## src/pkg/cmbl_pkg.sv

```systemverilog
// ============================================================
// shared constants and types
package cmbl_pkg;
  // address field widths
  localparam int CMBL_CFG_W  = 3;
  localparam int CMBL_SEL_W  = 2;
  localparam int CMBL_SET_W  = 13;
  localparam int CMBL_TAG_W  = 12;
  localparam int CMBL_LINE_W = CMBL_CFG_W + CMBL_SET_W + CMBL_TAG_W;
  localparam int CMBL_ADDR_W = CMBL_LINE_W + CMBL_SEL_W;
  // field positions inside the packed address {tag, set, cfg, sel}
  localparam int CMBL_SEL_LSB = 0;
  localparam int CMBL_CFG_LSB = CMBL_SEL_LSB + CMBL_SEL_W;
  localparam int CMBL_SET_LSB = CMBL_CFG_LSB + CMBL_CFG_W;
  localparam int CMBL_TAG_LSB = CMBL_SET_LSB + CMBL_SET_W;
  // reset values
  localparam logic [CMBL_ADDR_W-1:0] CMBL_ADDR_RST = 30'h0;
  localparam logic                   CMBL_LOCK_RST = 1'b0;
  // clocks the lock stays up after the snoop window of an owned fill
  localparam int         CMBL_EM_HOLD_CLKS = 2;
  localparam logic [1:0] CMBL_EM_HOLD_LAST = 2'(CMBL_EM_HOLD_CLKS - 1);
  // cache line state of the current processor cycle
  typedef enum logic [1:0] {CMBL_LS_I, CMBL_LS_S, CMBL_LS_E, CMBL_LS_M} cmbl_line_state_t;
  // snoop address sampling modes
  typedef enum logic [1:0] {CMBL_SNP_SYNC, CMBL_SNP_CLOCKED, CMBL_SNP_STROBED} cmbl_snoop_mode_t;
  // lock request sequencer
  typedef enum logic [1:0] {CMBL_IDLE, CMBL_LOCKED, CMBL_EM_HOLD, CMBL_WAIT_UNLOCK} cmbl_lock_state_t;
endpackage

```

## src/hdl/cmbl_addr_latch.sv

```systemverilog
`timescale 1ns/100ps
// ============================================================
// controller-gated address output latch for one address portion
module cmbl_addr_latch
  import cmbl_pkg::*;
#(
  parameter int W = 2
) (
  // clock and reset
  input  wire logic         clk,
  input  wire logic         arst_n,
  // address from the cycle logic
  input  wire logic [W-1:0] d,
  // gating from the memory controller
  input  wire logic         latch_en,
  input  wire logic         out_en_n,
  // pin side
  output logic      [W-1:0] q,
  output logic              oe
);

  // follow the cycle address while open, hold it while closed
  always_ff @(posedge clk or negedge arst_n) begin
    if (!arst_n) begin
      q <= '0;
    end else if (latch_en) begin
      q <= d;
    end
  end

  // drive only while the controller enables the outputs
  always_ff @(posedge clk or negedge arst_n) begin
    if (!arst_n) begin
      oe <= 1'b0;
    end else begin
      oe <= !out_en_n;
    end
  end

endmodule // cmbl_addr_latch

```

## src/hdl/cmbl_snoop_sampler.sv

```systemverilog
`timescale 1ns/100ps
// ============================================================
// snoop address capture in synchronous, clocked or strobed mode
module cmbl_snoop_sampler
  import cmbl_pkg::*;
(
  // clock and reset
  input  wire logic                   clk,
  input  wire logic                   arst_n,
  // snoop controls
  input  wire cmbl_snoop_mode_t       mode,
  input  wire logic                   strobe,
  input  wire logic                   snoop_clock,
  // address lines seen as inputs
  input  wire logic [CMBL_ADDR_W-1:0] addr_in,
  // captured snoop address
  output logic      [CMBL_ADDR_W-1:0] addr,
  output logic                        valid
);

  logic strobe_prev;
  logic sclk_prev;
  logic done;
  logic take;

  // edge history of the strobe and the snoop clock
  always_ff @(posedge clk or negedge arst_n) begin
    if (!arst_n) begin
      strobe_prev <= 1'b0;
      sclk_prev   <= 1'b0;
    end else begin
      strobe_prev <= strobe;
      sclk_prev   <= snoop_clock;
    end
  end

  // first qualifying edge of each strobe assertion
  always_comb begin
    take = 1'b0;
    unique case (mode)
      CMBL_SNP_SYNC:    take = strobe && !done;
      CMBL_SNP_CLOCKED: take = strobe && snoop_clock && !sclk_prev && !done;
      CMBL_SNP_STROBED: take = strobe && !strobe_prev;
      default:          take = 1'b0;
    endcase
  end

  // one capture per strobe assertion, rearmed when it goes away
  always_ff @(posedge clk or negedge arst_n) begin
    if (!arst_n) begin
      done <= 1'b0;
    end else begin
      done <= strobe && (done || take);
    end
  end

  // address lines are ignored unless the strobe qualifies them
  always_ff @(posedge clk or negedge arst_n) begin
    if (!arst_n) begin
      addr  <= CMBL_ADDR_RST;
      valid <= 1'b0;
    end else begin
      valid <= take;
      if (take) begin
        addr <= addr_in;
      end
    end
  end

endmodule // cmbl_snoop_sampler

```

## src/hdl/cmbl_lock_addr.sv

```systemverilog
`timescale 1ns/100ps
// ============================================================
// Function
// RL1: lock request only for locked cycles reaching bus
// RL2: locked E/M hits give no lock request
// RL3: split lock from first to last strobe
// RL4: lock and split at processor strobe mean split
// RL5: split lock drops one clock after unlock
// RL6: processor leaves idle clock between locked operations
// RL7: invalid read lock ends two clocks after window
// RL8: shared read lock ends when processor unlocks
// RL9: write lock ends at later of unlock, write
// RL10: lock and address valid with cycle strobe
// RL11: address is cfg3, sel2, set13, tag12, bidirectional
// RL12: controller latch and output enables gate address
// RL13: open latches, enabled outputs drive with strobe
// RL14: closed latches keep previous address on pins
// RL15: disabled outputs float until enables assert
// RL16: address may change after next-address or done
// RL17: controller floats us and drives snoop address
// RL18: snoop capture per synchronous, clocked, strobed mode
// RL19: address sampled only with snoop strobe
// RL20: parity over all line address bits; code also folds in the sel bits
// RL21: lock request low from reset until qualified
module cmbl_lock_addr
  import cmbl_pkg::*;
(
  // clock and reset
  input  wire logic                   clk,
  input  wire logic                   arst_n,
  // processor cycle attributes
  input  wire logic                   cpu_addr_strobe,
  input  wire logic                   cpu_lock,
  input  wire logic                   cpu_split_cycle,
  input  wire logic                   cpu_write,
  input  wire cmbl_line_state_t       cpu_line_state,
  // controller core
  input  wire logic                   cache_lock_mode,
  input  wire logic                   bus_cycle_req,
  input  wire logic                   snoop_out_req,
  input  wire logic [CMBL_ADDR_W-1:0] cycle_addr,
  input  wire logic                   snoop_window_end,
  input  wire logic                   line_owned,
  // memory controller handshake
  input  wire logic                   next_addr_request,
  input  wire logic                   cycle_done,
  input  wire logic                   line_addr_latch_en,
  input  wire logic                   subline_addr_latch_en,
  input  wire logic                   line_addr_out_en_n,
  input  wire logic                   subline_addr_out_en_n,
  // snoop inputs
  input  wire cmbl_snoop_mode_t       snoop_mode,
  input  wire logic                   snoop_request_strobe,
  input  wire logic                   snoop_clock,
  // memory address pins
  input  wire logic [CMBL_CFG_W-1:0]  mem_cfg_addr_in,
  output logic      [CMBL_CFG_W-1:0]  mem_cfg_addr_out,
  output logic                        mem_cfg_addr_oe,
  input  wire logic [CMBL_SEL_W-1:0]  mem_sel_addr_in,
  output logic      [CMBL_SEL_W-1:0]  mem_sel_addr_out,
  output logic                        mem_sel_addr_oe,
  input  wire logic [CMBL_SET_W-1:0]  mem_set_addr_in,
  output logic      [CMBL_SET_W-1:0]  mem_set_addr_out,
  output logic                        mem_set_addr_oe,
  input  wire logic [CMBL_TAG_W-1:0]  mem_tag_addr_in,
  output logic      [CMBL_TAG_W-1:0]  mem_tag_addr_out,
  output logic                        mem_tag_addr_oe,
  // memory cycle outputs
  output logic                        mem_lock_request,
  output logic                        mem_cycle_addr_strobe,
  output logic                        snoop_cycle_strobe_out,
  output logic                        mem_addr_parity,
  output logic                        addr_may_change,
  // captured snoop address
  output logic      [CMBL_ADDR_W-1:0] snoop_addr,
  output logic                        snoop_addr_valid
);

  // ============================================================
  // cycle attribute tracking
  cmbl_lock_state_t       state;
  cmbl_lock_state_t       next_state;
  logic                   split_seen;
  cmbl_line_state_t       line_seen;
  logic                   write_seen;
  logic                   cur_split;
  cmbl_line_state_t       cur_line;
  logic                   cur_write;
  logic                   read_invalid;
  logic                   start_lock;
  logic                   next_lock;
  logic [1:0]             hold_cnt;
  logic [CMBL_ADDR_W-1:0] addr_cur;
  logic [CMBL_ADDR_W-1:0] next_addr;
  logic [CMBL_LINE_W-1:0] line_q;
  logic [CMBL_SEL_W-1:0]  sub_q;
  logic                   line_oe;
  logic                   sub_oe;
  logic [CMBL_LINE_W-1:0] next_line;
  logic [CMBL_SEL_W-1:0]  next_sub;

  // attributes of the processor cycle, caught at its strobe
  always_ff @(posedge clk or negedge arst_n) begin
    if (!arst_n) begin
      split_seen <= 1'b0;
      line_seen  <= CMBL_LS_I;
      write_seen <= 1'b0;
    end else if (cpu_addr_strobe) begin
      split_seen <= cpu_lock && cpu_split_cycle;
      line_seen  <= cpu_line_state;
      write_seen <= cpu_write;
    end
  end

  // attributes valid in the strobe cycle itself or held after it
  always_comb begin
    cur_split = cpu_addr_strobe ? (cpu_lock && cpu_split_cycle) : split_seen; // [RL4]
    cur_line  = cpu_addr_strobe ? cpu_line_state : line_seen;
    cur_write = cpu_addr_strobe ? cpu_write : write_seen;
  end

  // a locked cycle qualifies only when it opens a memory bus cycle
  assign start_lock = bus_cycle_req && cpu_lock && (cur_split || cache_lock_mode); // [RL1] [RL2]

  // ============================================================
  // lock request sequencer
  always_comb begin
    next_state = state;
    unique case (state)
      CMBL_IDLE: begin
        if (start_lock) begin
          next_state = CMBL_LOCKED; // [RL3] [RL7] [RL8] [RL9]
        end
      end
      CMBL_LOCKED: begin
        if (read_invalid && !cur_split && snoop_window_end && line_owned) begin
          next_state = CMBL_EM_HOLD; // [RL7]
        end else if (!cpu_lock && !bus_cycle_req) begin
          // later of unlock and the last strobe, never in a strobe clock
          next_state = CMBL_IDLE; // [RL5] [RL8] [RL9]
        end
      end
      CMBL_EM_HOLD: begin
        if (hold_cnt == CMBL_EM_HOLD_LAST) begin
          next_state = CMBL_WAIT_UNLOCK; // [RL7]
        end
      end
      CMBL_WAIT_UNLOCK: begin
        // the owned line finishes the sequence inside the cache
        if (!cpu_lock) begin
          next_state = CMBL_IDLE; // [RL6]
        end
      end
    endcase
  end

  assign next_lock = (next_state == CMBL_LOCKED) || (next_state == CMBL_EM_HOLD);

  // sequencer state
  always_ff @(posedge clk or negedge arst_n) begin
    if (!arst_n) begin
      state <= CMBL_IDLE;
    end else begin
      state <= next_state;
    end
  end

  // remember that the sequence began with a read of an invalid line
  always_ff @(posedge clk or negedge arst_n) begin
    if (!arst_n) begin
      read_invalid <= 1'b0;
    end else if (state == CMBL_IDLE && start_lock) begin
      read_invalid <= !cur_write && (cur_line == CMBL_LS_I); // [RL7]
    end
  end

  // clocks spent holding the lock after an owned fill
  always_ff @(posedge clk or negedge arst_n) begin
    if (!arst_n) begin
      hold_cnt <= 2'h0;
    end else begin
      hold_cnt <= (state == CMBL_EM_HOLD) ? hold_cnt + 2'h1 : 2'h0;
    end
  end

  // lock request, registered in step with the cycle strobe
  always_ff @(posedge clk or negedge arst_n) begin
    if (!arst_n) begin
      mem_lock_request <= CMBL_LOCK_RST; // [RL21]
    end else begin
      mem_lock_request <= next_lock; // [RL10]
    end
  end

  // cycle strobes toward the memory bus
  always_ff @(posedge clk or negedge arst_n) begin
    if (!arst_n) begin
      mem_cycle_addr_strobe  <= 1'b0;
      snoop_cycle_strobe_out <= 1'b0;
    end else begin
      mem_cycle_addr_strobe  <= bus_cycle_req;
      snoop_cycle_strobe_out <= snoop_out_req && !bus_cycle_req;
    end
  end

  // ============================================================
  // address path
  assign next_addr = (bus_cycle_req || snoop_out_req) ? cycle_addr : addr_cur;

  // cycle address at the latch input, kept until the next strobe
  always_ff @(posedge clk or negedge arst_n) begin
    if (!arst_n) begin
      addr_cur <= CMBL_ADDR_RST;
    end else begin
      addr_cur <= next_addr; // [RL16]
    end
  end

  // controller saw next-address or done: pins may change from now
  always_ff @(posedge clk or negedge arst_n) begin
    if (!arst_n) begin
      addr_may_change <= 1'b0;
    end else begin
      addr_may_change <= !(bus_cycle_req || snoop_out_req) &&
                         (addr_may_change || next_addr_request || cycle_done); // [RL16]
    end
  end

  // line portion: cfg, set and tag
  cmbl_addr_latch #(
    .W (CMBL_LINE_W)
  ) u_line_latch (
    .clk      (clk),
    .arst_n   (arst_n),
    .d        (next_addr[CMBL_ADDR_W-1:CMBL_CFG_LSB]),
    .latch_en (line_addr_latch_en),   // [RL12] [RL14]
    .out_en_n (line_addr_out_en_n),   // [RL12] [RL15] [RL17]
    .q        (line_q),
    .oe       (line_oe)
  );

  // sub-line portion: select
  cmbl_addr_latch #(
    .W (CMBL_SEL_W)
  ) u_sub_latch (
    .clk      (clk),
    .arst_n   (arst_n),
    .d        (next_addr[CMBL_CFG_LSB-1:CMBL_SEL_LSB]),
    .latch_en (subline_addr_latch_en), // [RL12] [RL14]
    .out_en_n (subline_addr_out_en_n), // [RL12] [RL15] [RL17]
    .q        (sub_q),
    .oe       (sub_oe)
  );

  // split the latched address onto the four bidirectional fields
  always_comb begin
    mem_cfg_addr_out = line_q[CMBL_SET_LSB-CMBL_CFG_LSB-1:0]; // [RL11] [RL13]
    mem_set_addr_out = line_q[CMBL_TAG_LSB-CMBL_CFG_LSB-1:CMBL_SET_LSB-CMBL_CFG_LSB];
    mem_tag_addr_out = line_q[CMBL_LINE_W-1:CMBL_TAG_LSB-CMBL_CFG_LSB];
    mem_sel_addr_out = sub_q;
    mem_cfg_addr_oe  = line_oe;
    mem_set_addr_oe  = line_oe;
    mem_tag_addr_oe  = line_oe;
    mem_sel_addr_oe  = sub_oe;
  end

  // what the latches will hold after this edge
  assign next_line = line_addr_latch_en ? next_addr[CMBL_ADDR_W-1:CMBL_CFG_LSB] : line_q;
  assign next_sub  = subline_addr_latch_en ? next_addr[CMBL_CFG_LSB-1:0] : sub_q;

  // parity follows the latched address so it matches the pins
  always_ff @(posedge clk or negedge arst_n) begin
    if (!arst_n) begin
      mem_addr_parity <= 1'b0;
    end else begin
      mem_addr_parity <= ^{next_line, next_sub}; // [RL20]
    end
  end

  // ============================================================
  // snoop address capture
  cmbl_snoop_sampler u_snoop (
    .clk         (clk),
    .arst_n      (arst_n),
    .mode        (snoop_mode),
    .strobe      (snoop_request_strobe), // [RL19]
    .snoop_clock (snoop_clock),          // [RL18]
    .addr_in     ({mem_tag_addr_in, mem_set_addr_in, mem_cfg_addr_in,
                   mem_sel_addr_in}),    // [RL17]
    .addr        (snoop_addr),
    .valid       (snoop_addr_valid)
  );
endmodule // cmbl_lock_addr

```

## config.mk

```make
export PLATFORM = sky130hd
export DESIGN_NAME = cmbl_lock_addr
export DESIGN_NICKNAME = d
export VERILOG_FILES = /design/src/pkg/cmbl_pkg.sv /design/src/hdl/cmbl_addr_latch.sv /design/src/hdl/cmbl_snoop_sampler.sv /design/src/hdl/cmbl_lock_addr.sv
export SDC_FILE = /design/constraint.sdc
export NUM_CORES = 1
export LEC_CHECK = 0
export BUFFER_PORTS_ARGS = -buffer_cell sky130_fd_sc_hd__buf_4
export CAP_MARGIN = 20
export CORE_UTILIZATION = 45
export CTS_CLUSTER_SIZE = 10
export DETAILED_ROUTE_END_ITERATION = 16
export PLACE_DENSITY = 0.75
export REMOVE_ABC_BUFFERS = 1
export SYNTH_ARGS = -nofsm -noshare
export SYNTH_HDL_FRONTEND = slang
export SYNTH_SLANG_ARGS = --single-unit
```

## constraint.sdc

```tcl
create_clock -name clk -period 2.14 [get_ports clk]
set_clock_uncertainty 0.1 [all_clocks]
set_input_delay 0 -clock clk [delete_from_list [all_inputs] [get_ports clk]]
set_output_delay 0 -clock clk [all_outputs]
set_load 0.03 [all_outputs]
```

# Word-level counts from Yosys, hierarchy flattened
# Index checks and enable logic that the tools add are counted.
classes:
  reduce_logical: 37
  mux: 14
  n_eq_ne: 8
  n_addsub: 1
op_table:
  columns: ["op", "count"]
  rows:
  - ["2-to-1 mux 30 bit", 1]
  - ["XOR reduction 30 bit", 1]
  - ["2-to-1 mux 28 bit", 1]
  - ["logical AND 1 bit", 17]
  - ["2-to-1 mux 2 bit", 8]
  - ["zero test 1 bit", 10]
  - ["== test 2 x 1 -> 1 bit (second input constant)", 4]
  - ["== test 2 bit (second input constant)", 4]
  - ["case mux 2 bit (4 select lines)", 1]
  - ["zero test 2 bit", 3]
  - ["logical OR 1 bit", 6]
  - ["case mux 1 bit (3 select lines)", 1]
  - ["adder 2 x 1 -> 2 bit (second input constant)", 1]
  - ["2-to-1 mux 1 bit", 2]
totals:
  output_inout_bits: 70
  word_cells: 81
  input_bits: 83
  ff_bits: 110

# Longest topological paths before layout
# Gate-level depths: netlist of the first run.
depth:
  depth_word: 10
  depth_mapped: 8
  mapped_depth_nobuf: 6

# Modules after synthesis
# From an unflattened synthesis of the first run, not the netlist that was laid out.
unflattened:
  cells_unflattened: 340
  hier_area_um2: 5096.1
by_module_without_submodules:
  columns: ["module", "n_inst", "cells_per_inst", "area_each_um2", "seq_area_each_um2"]
  rows:
  - ["cmbl_lock_addr", 1, 200, 2442.3, 1101.1]
  - ["cmbl_snoop_sampler", 1, 73, 1381.3, 850.8]
  - ["cmbl_addr_latch (u_line_latch)", 1, 61, 1171.1, 725.7]
  - ["cmbl_addr_latch (u_sub_latch)", 1, 6, 101.3, 75.1]

# Worst setup path before layout of the first run
# No wires, ideal clock.
synth_timing:
  kind: "input to register"
  startpoint: "input port bus_cycle_req"
  endpoint: "register mem_addr_parity"
  setup_time_ps: 134
  arrival_time_ps: 1824
  required_ps: 1906
  n_path_buf: 1
  cell_stages: 7
  slack_ps: 82
  path_cell_list: "nor2_4 buf_6 mux2_1 mux2_2 xnor3_1 xnor3_1 xnor3_1"
synth_between:
  elab_chain_len: 4
  elab_cells_between_ends: 5
  cone_classes: "mux: 3; reduce/logical: 2"
synth_rtl:
  columns: ["element", "line", "text"]
  rows:
  - ["start: declaration", "cmbl_lock_addr.sv:39", "input wire logic bus_cycle_req,"]
  - ["logical OR 1 bit", "cmbl_lock_addr.sv:208", "assign next_addr = (bus_cycle_req || snoop_out_req) ? cycle_addr : addr_cur;"]
  - ["2-to-1 mux 30 bit", "cmbl_lock_addr.sv:208", null]
  - ["net next_addr[2]", "cmbl_lock_addr.sv:94", "logic [CMBL_ADDR_W-1:0] next_addr;"]
  - ["2-to-1 mux 28 bit", null, null]
  - ["net next_line[0]", "cmbl_lock_addr.sv:99", "logic [CMBL_LINE_W-1:0] next_line;"]
  - ["XOR reduction 30 bit", "cmbl_lock_addr.sv:276", "mem_addr_parity <= ^{next_line, next_sub};"]
  - ["end signal: assignment", "cmbl_lock_addr.sv:276", null]
  - ["end: declaration", "cmbl_lock_addr.sv:72", "output logic mem_addr_parity,"]
# The timed path passes the listed nets, and every way through them passes these cells.
# A chain may end at the register's enable or synchronous reset.

# Worst setup path in the final report of the first run
layout_timing:
  startpoint: "register addr_cur[22]"
  endpoint: "register mem_addr_parity"
layout_between:
  elab_chain_len: 3
layout_rtl:
  columns: ["element", "line", "text"]
  rows:
  - ["start: declaration", "cmbl_lock_addr.sv:93", "logic [CMBL_ADDR_W-1:0] addr_cur;"]
  - ["start signal: assignment", "cmbl_lock_addr.sv:215", "addr_cur <= next_addr;"]
  - ["2-to-1 mux 30 bit", "cmbl_lock_addr.sv:208", null]
  - ["2-to-1 mux 28 bit", null, null]
  - ["net next_line[20]", "cmbl_lock_addr.sv:99", null]
  - ["XOR reduction 30 bit", "cmbl_lock_addr.sv:276", null]
# The timed path passes the listed nets, and every way through them passes these cells.

==> impl_metrics.tcl, run 1 <==
set metrics [dict create \
    synthMuxAreaShare_pct 9.36 \
    grt_max_degree 46 \
    worstMarginPinSlew_ps 597 \
    synth_cell_types 34 \
    core_sq_um 9770 \
    worstPathCellList "or3b_4, a31oi_4, xnor2_2, xnor3_1, xnor3_1, xnor3_1" \
    async_flop_share_pct 100 \
    grtUsageTotal_pct 22.9 \
    synth-seq-area-share_pct 60.8 \
    die_h_um 102 \
    cpPeakStageDelay_ps 450 \
    antenna_found_initial 0 \
    clock-root-buffer "clkbuf_8" \
    layout.nets 708 \
    slowest_stage "xnor3_1" \
    synth.avg_cell_area_sq_um 11.9 \
    num_rows 36 \
    syn_area_sq_um 4530 \
    p_leak_nw 3.48 \
    drt_iter0_drc 94 \
    pre_cts_slack_ps -162 \
    synth_edf_count 0 \
    end_kind "register" \
    hp-class "in -> reg" \
    ios 153 \
    area_growth_pct 57.1 \
    die_area_sq_um 10500 \
    ys_warn_count 0 \
    design_area_sq_um 7120 \
    synth_xor_area_share_pct 6.60 \
    layout-drive-gt1-share_pct 38.2 \
    drc 0 \
    syn_inst 380 \
    grt_pass1_vias 3795 \
    irDropWorstVdd_mv 0.426 \
    synth_top_family_by_area "simple AND/OR/NAND/NOR gates" \
    rsz0062_at_grt "yes" \
    cp_common_cell "xnor3_1" \
    cts_buffers 9 \
    synth_compound_area_share_pct 6.08 \
    postRouteAntennaNets 0 \
    worst-setup-path-type "reg -> reg" \
    layout_commonest_cell "buf_4" \
    antenna_cells 0 \
    setup_viol 1 \
    routedWlPerCell_um 15.0 \
    worst_slack_ps -42.1 \
    drv_cap 0 \
    cts_tree "built" \
    cts_sinks 110 \
    fmax_ghz 0.458 \
    layout_common_cells "buf_4, dfrtp_1, nand2_1" \
    viasPerCell 4.81 \
    grt_first_pass_wirelength_um 18000 \
    status "finished with violations" \
    arrival_ps 2320 \
    fin_crit_sh_pct 102 \
    crit_required_ps 2280 \
    multi_input_area_sq_um 1810 \
    dp_hpwl_um 6870 \
    ys_seq_elements 110 \
    slew_violations 0 \
    seq_area_sq_um 2750 \
    initial_utilization_pct 46.4 \
    final_hold_viol_count 0 \
    nFillCells 643 \
    clk_pin_slew_worst_paths_ps 100 \
    first_pass_iters 4 \
    grt-ovfl-total 0 \
    yosys.area_share.simple_pct 14.2 \
    cts.htree.levels 3 \
    clkLatencyLatePin_ps 360 \
    clockBufferDepth 2 \
    worstSetupStartpointType "register" \
    p_per_area_nw_per_um2 815 \
    vias 3668 \
    setup-tns-final_ps -42.1 \
    crit_fanout 2 \
    period_needed_ps 2180 \
    gp_congestion 0.751 \
    port-buffer-count 152 \
    violations "setup timing" \
    dpl_cell_area_sq_um 5890 \
    synthAdderAreaFrac_pct 0.276 \
    slew_headroom_pct 60.2 \
    routed_wl_um 11400 \
    ys.flop_type "dfrtp_1" \
    die_w_um 102 \
]
-- worst paths after layout --
kind | startpoint | end | slack (ps) | cells past startpoint
setup reg to reg | addr_cur[22]$_DFF_PN0_ | mem_addr_parity$_DFF_PN0_ | -40 | 6
min in group asynchronous | arst_n | addr_cur[8]$_DFF_PN0_ | 70 | 2
hold reg to reg | hold_cnt[0]$_DFF_PN0_ | hold_cnt[0]$_DFF_PN0_ | 340 | 1
max in group asynchronous | arst_n | u_line_latch.q[11]$_DFF_PN0_ | 1210 | 3
hold / removal | line_addr_latch_en | u_line_latch.q[4]$_DFF_PN0_ | 20 | 2
setup / recovery | addr_cur[22]$_DFF_PN0_ | mem_addr_parity$_DFF_PN0_ | -40 | 6
-- logic make-up after synthesis --
logic type	Yosys count
simple gates	147
xor+xnor	20
mux	36
flops	110
compound gates	38
buf+inv	28
fa+ha+maj	1
-- power breakdown --
| part | total, W | internal, W | switching [W] |
|---|---|---|---|
| logic | 0.00201 | 0.00100 | 0.00101 |
| clock network | 0.00127 | 0.000606 | 0.000666 |
| registers | 0.00252 | 0.00237 | 0.000151 |
-- flip-flops by register name, summed over array words and instances (netlist names) --
name and flops:
u_snoop.valid 1, mem_addr_parity 1, u_snoop.done 1, u_snoop.addr 30, addr_cur 30, state 2
mem_cycle_addr_strobe 1, addr_may_change 1, u_line_latch.oe 1, mem_lock_request 1, u_sub_latch.oe 1, write_seen 1
read_invalid 1, snoop_cycle_strobe_out 1, u_line_latch.q 28, u_snoop.sclk_prev 1, split_seen 1, u_sub_latch.q 2
u_snoop.strobe_prev 1, line_seen 2, hold_cnt 2
-- per-stage QoR --
stage | hold WS (ps) | instances | util (%) | power, W
5_1_grt | 20.5 | 762 | 72.8 | 0.00609
6_report | 20.6 | 762 | 72.8 | 0.00580
2_1_floorplan | -396 | 360 | - | 0.00364
3_3_place_gp | -68.6 | 659 | 60.3 | 0.00431
4_1_cts | 1.45 | 762 | 72.6 | 0.00582
3_5_place_dp | -56.3 | 659 | 60.3 | 0.00435
-- cells in the mapped netlist (2+ instances only) --
cell	number	area, sq um
or3b_1	13	114
a31oi_1	7	43.8
o2111ai_1	2	17.5
inv_1	8	30.0
xor2_1	2	17.5
mux2_1	6	67.6
buf_2	3	15.0
nand2_1	109	409
clkbuf_1	13	48.8
mux2_4	5	75.1
xnor3_1	9	203
nor2_1	17	63.8
dfrtp_1	110	2750
buf_4	2	15.0
mux2_2	25	282
nand3_1	3	15.0
xnor2_1	9	78.8
a31oi_2	7	87.6
o21ai_0	15	75.1
-- area by class of cell --
cell class,count,share of cell area (%)
clock inverter,3,0.598
multi-input combinational,242,25.5
tap,133,2.34
inverter,8,0.422
timing repair buffer,253,30.2
sequential,110,38.7
clock buffer,13,2.23
-- repair_timing --
item / 4_1_cts / 5_1_grt
hold buffers: 86 / 0
hold endpoints to repair: 181 / 0
setup buffers: 1 / 0
endpoints found under the setup margin: 1 / 1
pin swaps: 6 / 0
resized for setup: 23 / 3
-- routing by layer --
| metal | track usage, % | share of wire (%) | up-vias |
|---|---|---|---|
| li1 | - | - | 1745 |
| met1 | 26.9 | 39 | 1772 |
| met2 | 40.6 | 53 | 118 |
| met3 | 3.42 | 3.8 | 33 |
| met4 | 12.0 | 3.5 | 0 |
| met5 | 0 | 0 | - |
-- worst max-delay path, delay by kind of cell, from the launching register on --
kind             cells  cell delay, ps
AO/OA/AOI/OAI        1             190
XOR/XNOR             4            1050
flip-flops           1             320
AND/OR/NAND/NOR      1             390
Power figures use the tool's default switching activity.
==> inputs of run 2 (changes only) <==
==> constraint.sdc (replaced) <==
create_clock -name clk -period 2.14 [get_ports clk]
set_clock_uncertainty 0.1 [all_clocks]
set_input_delay 0.107 -clock clk [delete_from_list [all_inputs] [get_ports clk]]
set_output_delay 0.107 -clock clk [all_outputs]
set_load 0.03 [all_outputs]
==> run 2 against run 1 <==
Net effect: the run still ends with setup timing left; critical path depth decreased by 1; sequential cell count unchanged; utilization fell by 0.77 points; count of clock-buffer cells in the layout down 3; power rose by 1.5%; hold slack got worse by 0.58 ps; worst setup slack better by 5.0 ps; register-to-register slack is essentially flat; largest power group unchanged.
==> impl_metrics.tcl, run 2 (same netlist as run 1, synthesis figures left out) <==
set metrics [dict create \
    worstSetupStartpointType "register" \
    cts_sinks 110 \
    cts.htree.levels 3 \
    hp-class "in -> reg" \
    min_to "u_line_latch.q[11]$_DFF_PN0_" \
    grt-ovfl-total 0 \
    first_pass_iters 4 \
    irDropWorstVdd_mv 0.445 \
    cts_buffers 9 \
    dpl_cell_area_sq_um 5940 \
    p_leak_nw 3.45 \
    num_rows 36 \
    fin_crit_sh_pct 102 \
    clock-root-buffer "clkbuf_8" \
    antenna_found_initial 0 \
    dp_hpwl_um 7020 \
    routed_wl_um 11200 \
    fmax_ghz 0.459 \
    cpPeakStageDelay_ps 450 \
    layout-drive-gt1-share_pct 38.7 \
    crit_required_ps 2290 \
    p_per_area_nw_per_um2 836 \
    rr_startpoint "addr_cur[0]$_DFF_PN0_" \
    postRouteAntennaNets 0 \
    setup_viol 1 \
    period_needed_ps 2180 \
    antenna_cells 0 \
    layout.nets 699 \
    layout_common_cells "buf_4, dfrtp_1, nand2_1" \
    grt_max_degree 67 \
    nFillCells 638 \
    vias 3599 \
    design_area_sq_um 7040 \
    dp.cells 662 \
    viasPerCell 4.78 \
    drv_cap 0 \
    worstPathCellList "mux2_4, mux2_2, xnor2_2, xnor3_1, xnor3_1" \
    initial_utilization_pct 46.4 \
    final_hold_viol_count 0 \
    cts_tree "built" \
    clk_pin_slew_worst_paths_ps 100 \
    die_h_um 102 \
    end_kind "register" \
    utilization_pct 72.0 \
    hold_path_startpoint "cycle_addr[13]" \
    layout_commonest_cell "buf_4" \
    clkLatencyLatePin_ps 370 \
    slowest_stage "xnor3_1" \
    slew_violations 0 \
    status "finished with violations" \
    grt_pass1_vias 3627 \
    rsz0062_at_grt "yes" \
    r2r_end "mem_addr_parity$_DFF_PN0_" \
    worstMarginPinSlew_ps 408 \
    arrival_ps 2330 \
    crit_fanout 2 \
    routedWlPerCell_um 14.9 \
    worstRegToRegCells 5 \
    instances_no_fill 753 \
    core_sq_um 9770 \
    drc 0 \
    gp_congestion 0.754 \
    grtUsageTotal_pct 22.0 \
    multi_input_area_sq_um 1790 \
    slew_headroom_pct 72.5 \
    port-buffer-count 152 \
    violations "setup timing" \
    area_growth_pct 55.4 \
    die_w_um 102 \
    grt_first_pass_wirelength_um 17200 \
    seq_area_sq_um 2750 \
    cp_common_cell "xnor3_1" \
    hold_depth 3 \
    die_area_sq_um 10500 \
    r2r_slack_ps -40 \
    clockBufferDepth 2 \
    worst-setup-path-type "reg -> reg" \
    drt_iter0_drc 114 \
    ios 153 \
    worst_slack_ps -37.0 \
    reg_top3 "addr_cur: 30 flops, u_snoop.addr: 30 flops, u_line_latch.q: 28 flops" \
]
## run 2: repair_timing
item	in CTS	in global routing
resized for setup	16	4
pin swaps	7	5
hold endpoints to repair	185	0
hold buffers	75	0
endpoints found under the setup margin	1	1
buffers inserted	0	0
gates cloned	0	0
## run 2: area by class of cell
cell class	count	area share, %
clock buffers	10	1.95
inverters	8	0.427
repair buffers	244	29.6
flip-flops and latches	110	39.1
well taps	133	2.36
clock inverters	6	1.21
multi-input cells	242	25.4
## run 2: power by group
| part | internal (W) | switching, W | total (W) |
|---|---|---|---|
| sequential | 0.00237 | 0.000158 | 0.00252 |
| clock | 0.000687 | 0.000697 | 0.00138 |
| combinational | 0.000983 | 0.000991 | 0.00197 |
| total | 0.00404 | 0.00185 | 0.00588 |
## run 2: worst max-delay path by stage
stage / from / to / depth (start not counted)
6_report: addr_cur[0]$_DFF_PN0_ / mem_addr_parity$_DFF_PN0_ / 5
5_1_grt: addr_cur[0]$_DFF_PN0_ / mem_addr_parity$_DFF_PN0_ / 5
4_1_cts: addr_cur[22]$_DFF_PN0_ / mem_addr_parity$_DFF_PN0_ / 6
3_5_place_dp: bus_cycle_req / mem_addr_parity$_DFF_PN0_ / 8
3_3_place_gp: bus_cycle_req / mem_addr_parity$_DFF_PN0_ / 8
2_1_floorplan: u_snoop.strobe_prev$_DFF_PN0_ / u_snoop.addr[0]$_DFFE_PN0P_ / 5
## run 2: metal layers
metal	share of wire [%]	track usage, %	vias up	routed length, um
met5	0	0	-	0
met4	2.3	10.8	0	263
met3	3.5	3.35	20	390
met2	52	39.0	95	5870
met1	42	26.0	1756	4670
li1	-	-	1728	-
## run 2: critical path: cells and delay by family, from the launching register on
family        cells  cell delay, ps
multiplexers      2             590
flip-flops        1             400
XOR/XNOR          3             980
## run 2: through the flow
| stage | worst slack [ps] | hold WS [ps] | setup TNS (ps) | power [W] |
|---|---|---|---|---|
| after floorplan | -709 | -289 | -22040 | 0.00364 |
| after global placement | -225 | 11.3 | -225 | 0.00432 |
| after detailed placement | -255 | 13.8 | -255 | 0.00437 |
| after CTS | -23.1 | 0.158 | -23.1 | 0.00590 |
| after global routing | -110 | 5.72 | -110 | 0.00616 |
| final | -37.0 | 20.0 | -37.0 | 0.00588 |
==> inputs of run 3 (changes only) <==
Settings changed: CORE_UTILIZATION 45 to 50, PLACE_DENSITY 0.75 to 0.78.
Clock period 2.14 ns to 2.3 ns, I/O delays scaled along.
==> run 3 against run 2 <==
Net effect: the run now ends clean; sequential cell count is the same; register-to-register slack gained 110 ps; critical path depth grew 1; first-iteration DRC count grew 7.0%; non-clock buffer count is the same; sequential share of layout area grew 0.96 points; die area shrank 9.8%; count of clock-buffer cells in the layout grew 1; hold slack lost 1.2 ps; final cell count shrank 3.2%; critical endpoint unchanged.
==> impl_metrics.tcl, run 3 (same netlist as run 1, synthesis figures left out) <==
set metrics [dict create \
    power_frac_comb_pct 34.1 \
    grt-ovfl-total 0 \
    power.internal_w 0.00360 \
    arrival_ps 2370 \
    swShare_pct 32.2 \
    min_to "addr_cur[15]$_DFF_PN0_" \
    die_h_um 97.2 \
    routed_wl_um 11500 \
    drc 0 \
    drv_cap 0 \
    area_growth_pct 51.7 \
    cts_sinks 110 \
    clock-root-buffer "clkbuf_8" \
    layout_common_cells "buf_4, dfrtp_1, nand2_1" \
    irDropWorstVdd_mv 0.424 \
    antenna_found_initial 1 \
    worstPathCellList "or3b_1, a31oi_4, xnor2_1, xnor3_1, xnor3_1, xnor3_1" \
    drt_iter0_drc 122 \
    gp_congestion 0.792 \
    worst-setup-path-type "reg -> reg" \
    clockBufferDepth 2 \
    vias 3641 \
    fin_crit_sh_pct 96.8 \
    postRouteAntennaNets 0 \
    hold_slack_ps 18.8 \
    die_area_sq_um 9450 \
    routedWlPerCell_um 15.8 \
    initial_utilization_pct 51.7 \
    slew_headroom_pct 50.8 \
    cpPeakStageDelay_ps 450 \
    crit_required_ps 2440 \
    viasPerCell 4.99 \
    nFillCells 565 \
    grtUsageTotal_pct 25.1 \
    layout.nets 699 \
    r2r_slack_ps 70 \
    grt_first_pass_wirelength_um 18600 \
    worstRegToRegCells 6 \
    crit_fanout 2 \
    die_w_um 97.2 \
    first_pass_iters 4 \
    rr_startpoint "addr_cur[16]$_DFF_PN0_" \
    clk_pin_slew_worst_paths_ps 100 \
    worstSetupStartpointType "register" \
    r2r_end "mem_addr_parity$_DFF_PN0_" \
    ios 153 \
    status "finished clean" \
    period_needed_ps 2230 \
    fmax_ghz 0.449 \
    cts.htree.levels 3 \
    power.switching_w 0.00171 \
    final_hold_viol_count 0 \
    startpoint "addr_cur[16]$_DFF_PN0_" \
    dp_hpwl_um 7240 \
    p_leak_nw 3.39 \
    grt_max_degree 58 \
    grt_pass1_vias 3819 \
    p_clk_share_pct 21.7 \
    layout_commonest_cell "buf_4" \
    core_sq_um 8760 \
    slew_violations 0 \
    cts_tree "built" \
    hold_path_startpoint "cycle_addr[15]" \
    worstMarginPinSlew_ps 738 \
    cp_common_cell "xnor3_1" \
    end_kind "register" \
    slowest_stage "xnor3_1" \
    layout-drive-gt1-share_pct 36.8 \
    worst_slack_ps 73.5 \
    seqPwrFrac_pct 44.2 \
    reg_top3 "addr_cur: 30 flops, u_snoop.addr: 30 flops, u_line_latch.q: 28 flops" \
    p_per_area_nw_per_um2 773 \
    pre_cts_slack_ps -114 \
    cts_buffers 9 \
    port-buffer-count 152 \
    hp-class "in -> reg" \
    setup_viol 0 \
    cts_setup_buffers 0 \
    num_rows 34 \
    setup-tns-final_ps 0 \
    hold_depth 4 \
    clkLatencyLatePin_ps 370 \
    utilization_pct 78.4 \
    report.power.total_w 0.00531 \
    rsz0062_at_grt "no" \
]
[run 3: cell type report]
| class | instances | area [sq um] | area share [%] |
|---|---|---|---|
| diodes | 1 | 2.50 | 0.0364 |
| clock buffers | 11 | 131 | 1.91 |
| clock inverters | 5 | 58.8 | 0.856 |
| inverters | 8 | 30.0 | 0.437 |
| multi-input cells | 242 | 1700 | 24.8 |
| flip-flops and latches | 110 | 2750 | 40.1 |
| well taps | 108 | 135 | 1.97 |
| repair buffers | 244 | 2060 | 29.9 |
[run 3: worst max path at each step]
stage	slack (ps)	cells after the start	end
after floorplan	-550	5	u_snoop.addr[0]$_DFFE_PN0P_
after global placement	-70	8	mem_addr_parity$_DFF_PN0_
after detailed placement	-110	8	mem_addr_parity$_DFF_PN0_
after CTS	50	6	mem_addr_parity$_DFF_PN0_
after global routing	3	6	mem_addr_parity$_DFF_PN0_
final	70	6	mem_addr_parity$_DFF_PN0_
[run 3: critical path: cells and delay by family (launching register included)]
kind             cells  cell delay (ps)
AO/OA/AOI/OAI        1              200
XOR/XNOR             4             1080
flip-flops           1              330
AND/OR/NAND/NOR      1              400
[run 3: what timing repair did]
action,CTS,global route
resized for setup,0,7
hold buffers,75,0
endpoints found under the setup margin,0,1
endpoints found under the hold margin,128,0
[run 3: per-layer routing]
| metal | track usage [%] | share of wire, % | vias to the layer above |
|---|---|---|---|
| met2 | 43.5 | 53 | 105 |
| met1 | 30.9 | 40 | 1780 |
| met4 | 11.4 | 3.5 | 0 |
| met3 | 4.10 | 3.4 | 33 |
| li1 | - | - | 1723 |
| met5 | 0 | 0 | - |
[run 3: power groups by stage]
stage	combinational (W)	sequential, W	clock (W)
detailed placement	0.00169	0.00238	0
global placement	0.00164	0.00237	0
floorplan	0.000642	0.00274	0
CTS	0.00180	0.00234	0.00119
finish	0.00181	0.00235	0.00116
global route	0.00193	0.00238	0.00126
[run 3: stage by stage]
step                cells  instance area, sq um
floorplan             360                  4440
finish                729                  6870
global route          729                  6870
global placement      637                  5880
detailed placement    637                  5880
CTS                   728                  6820
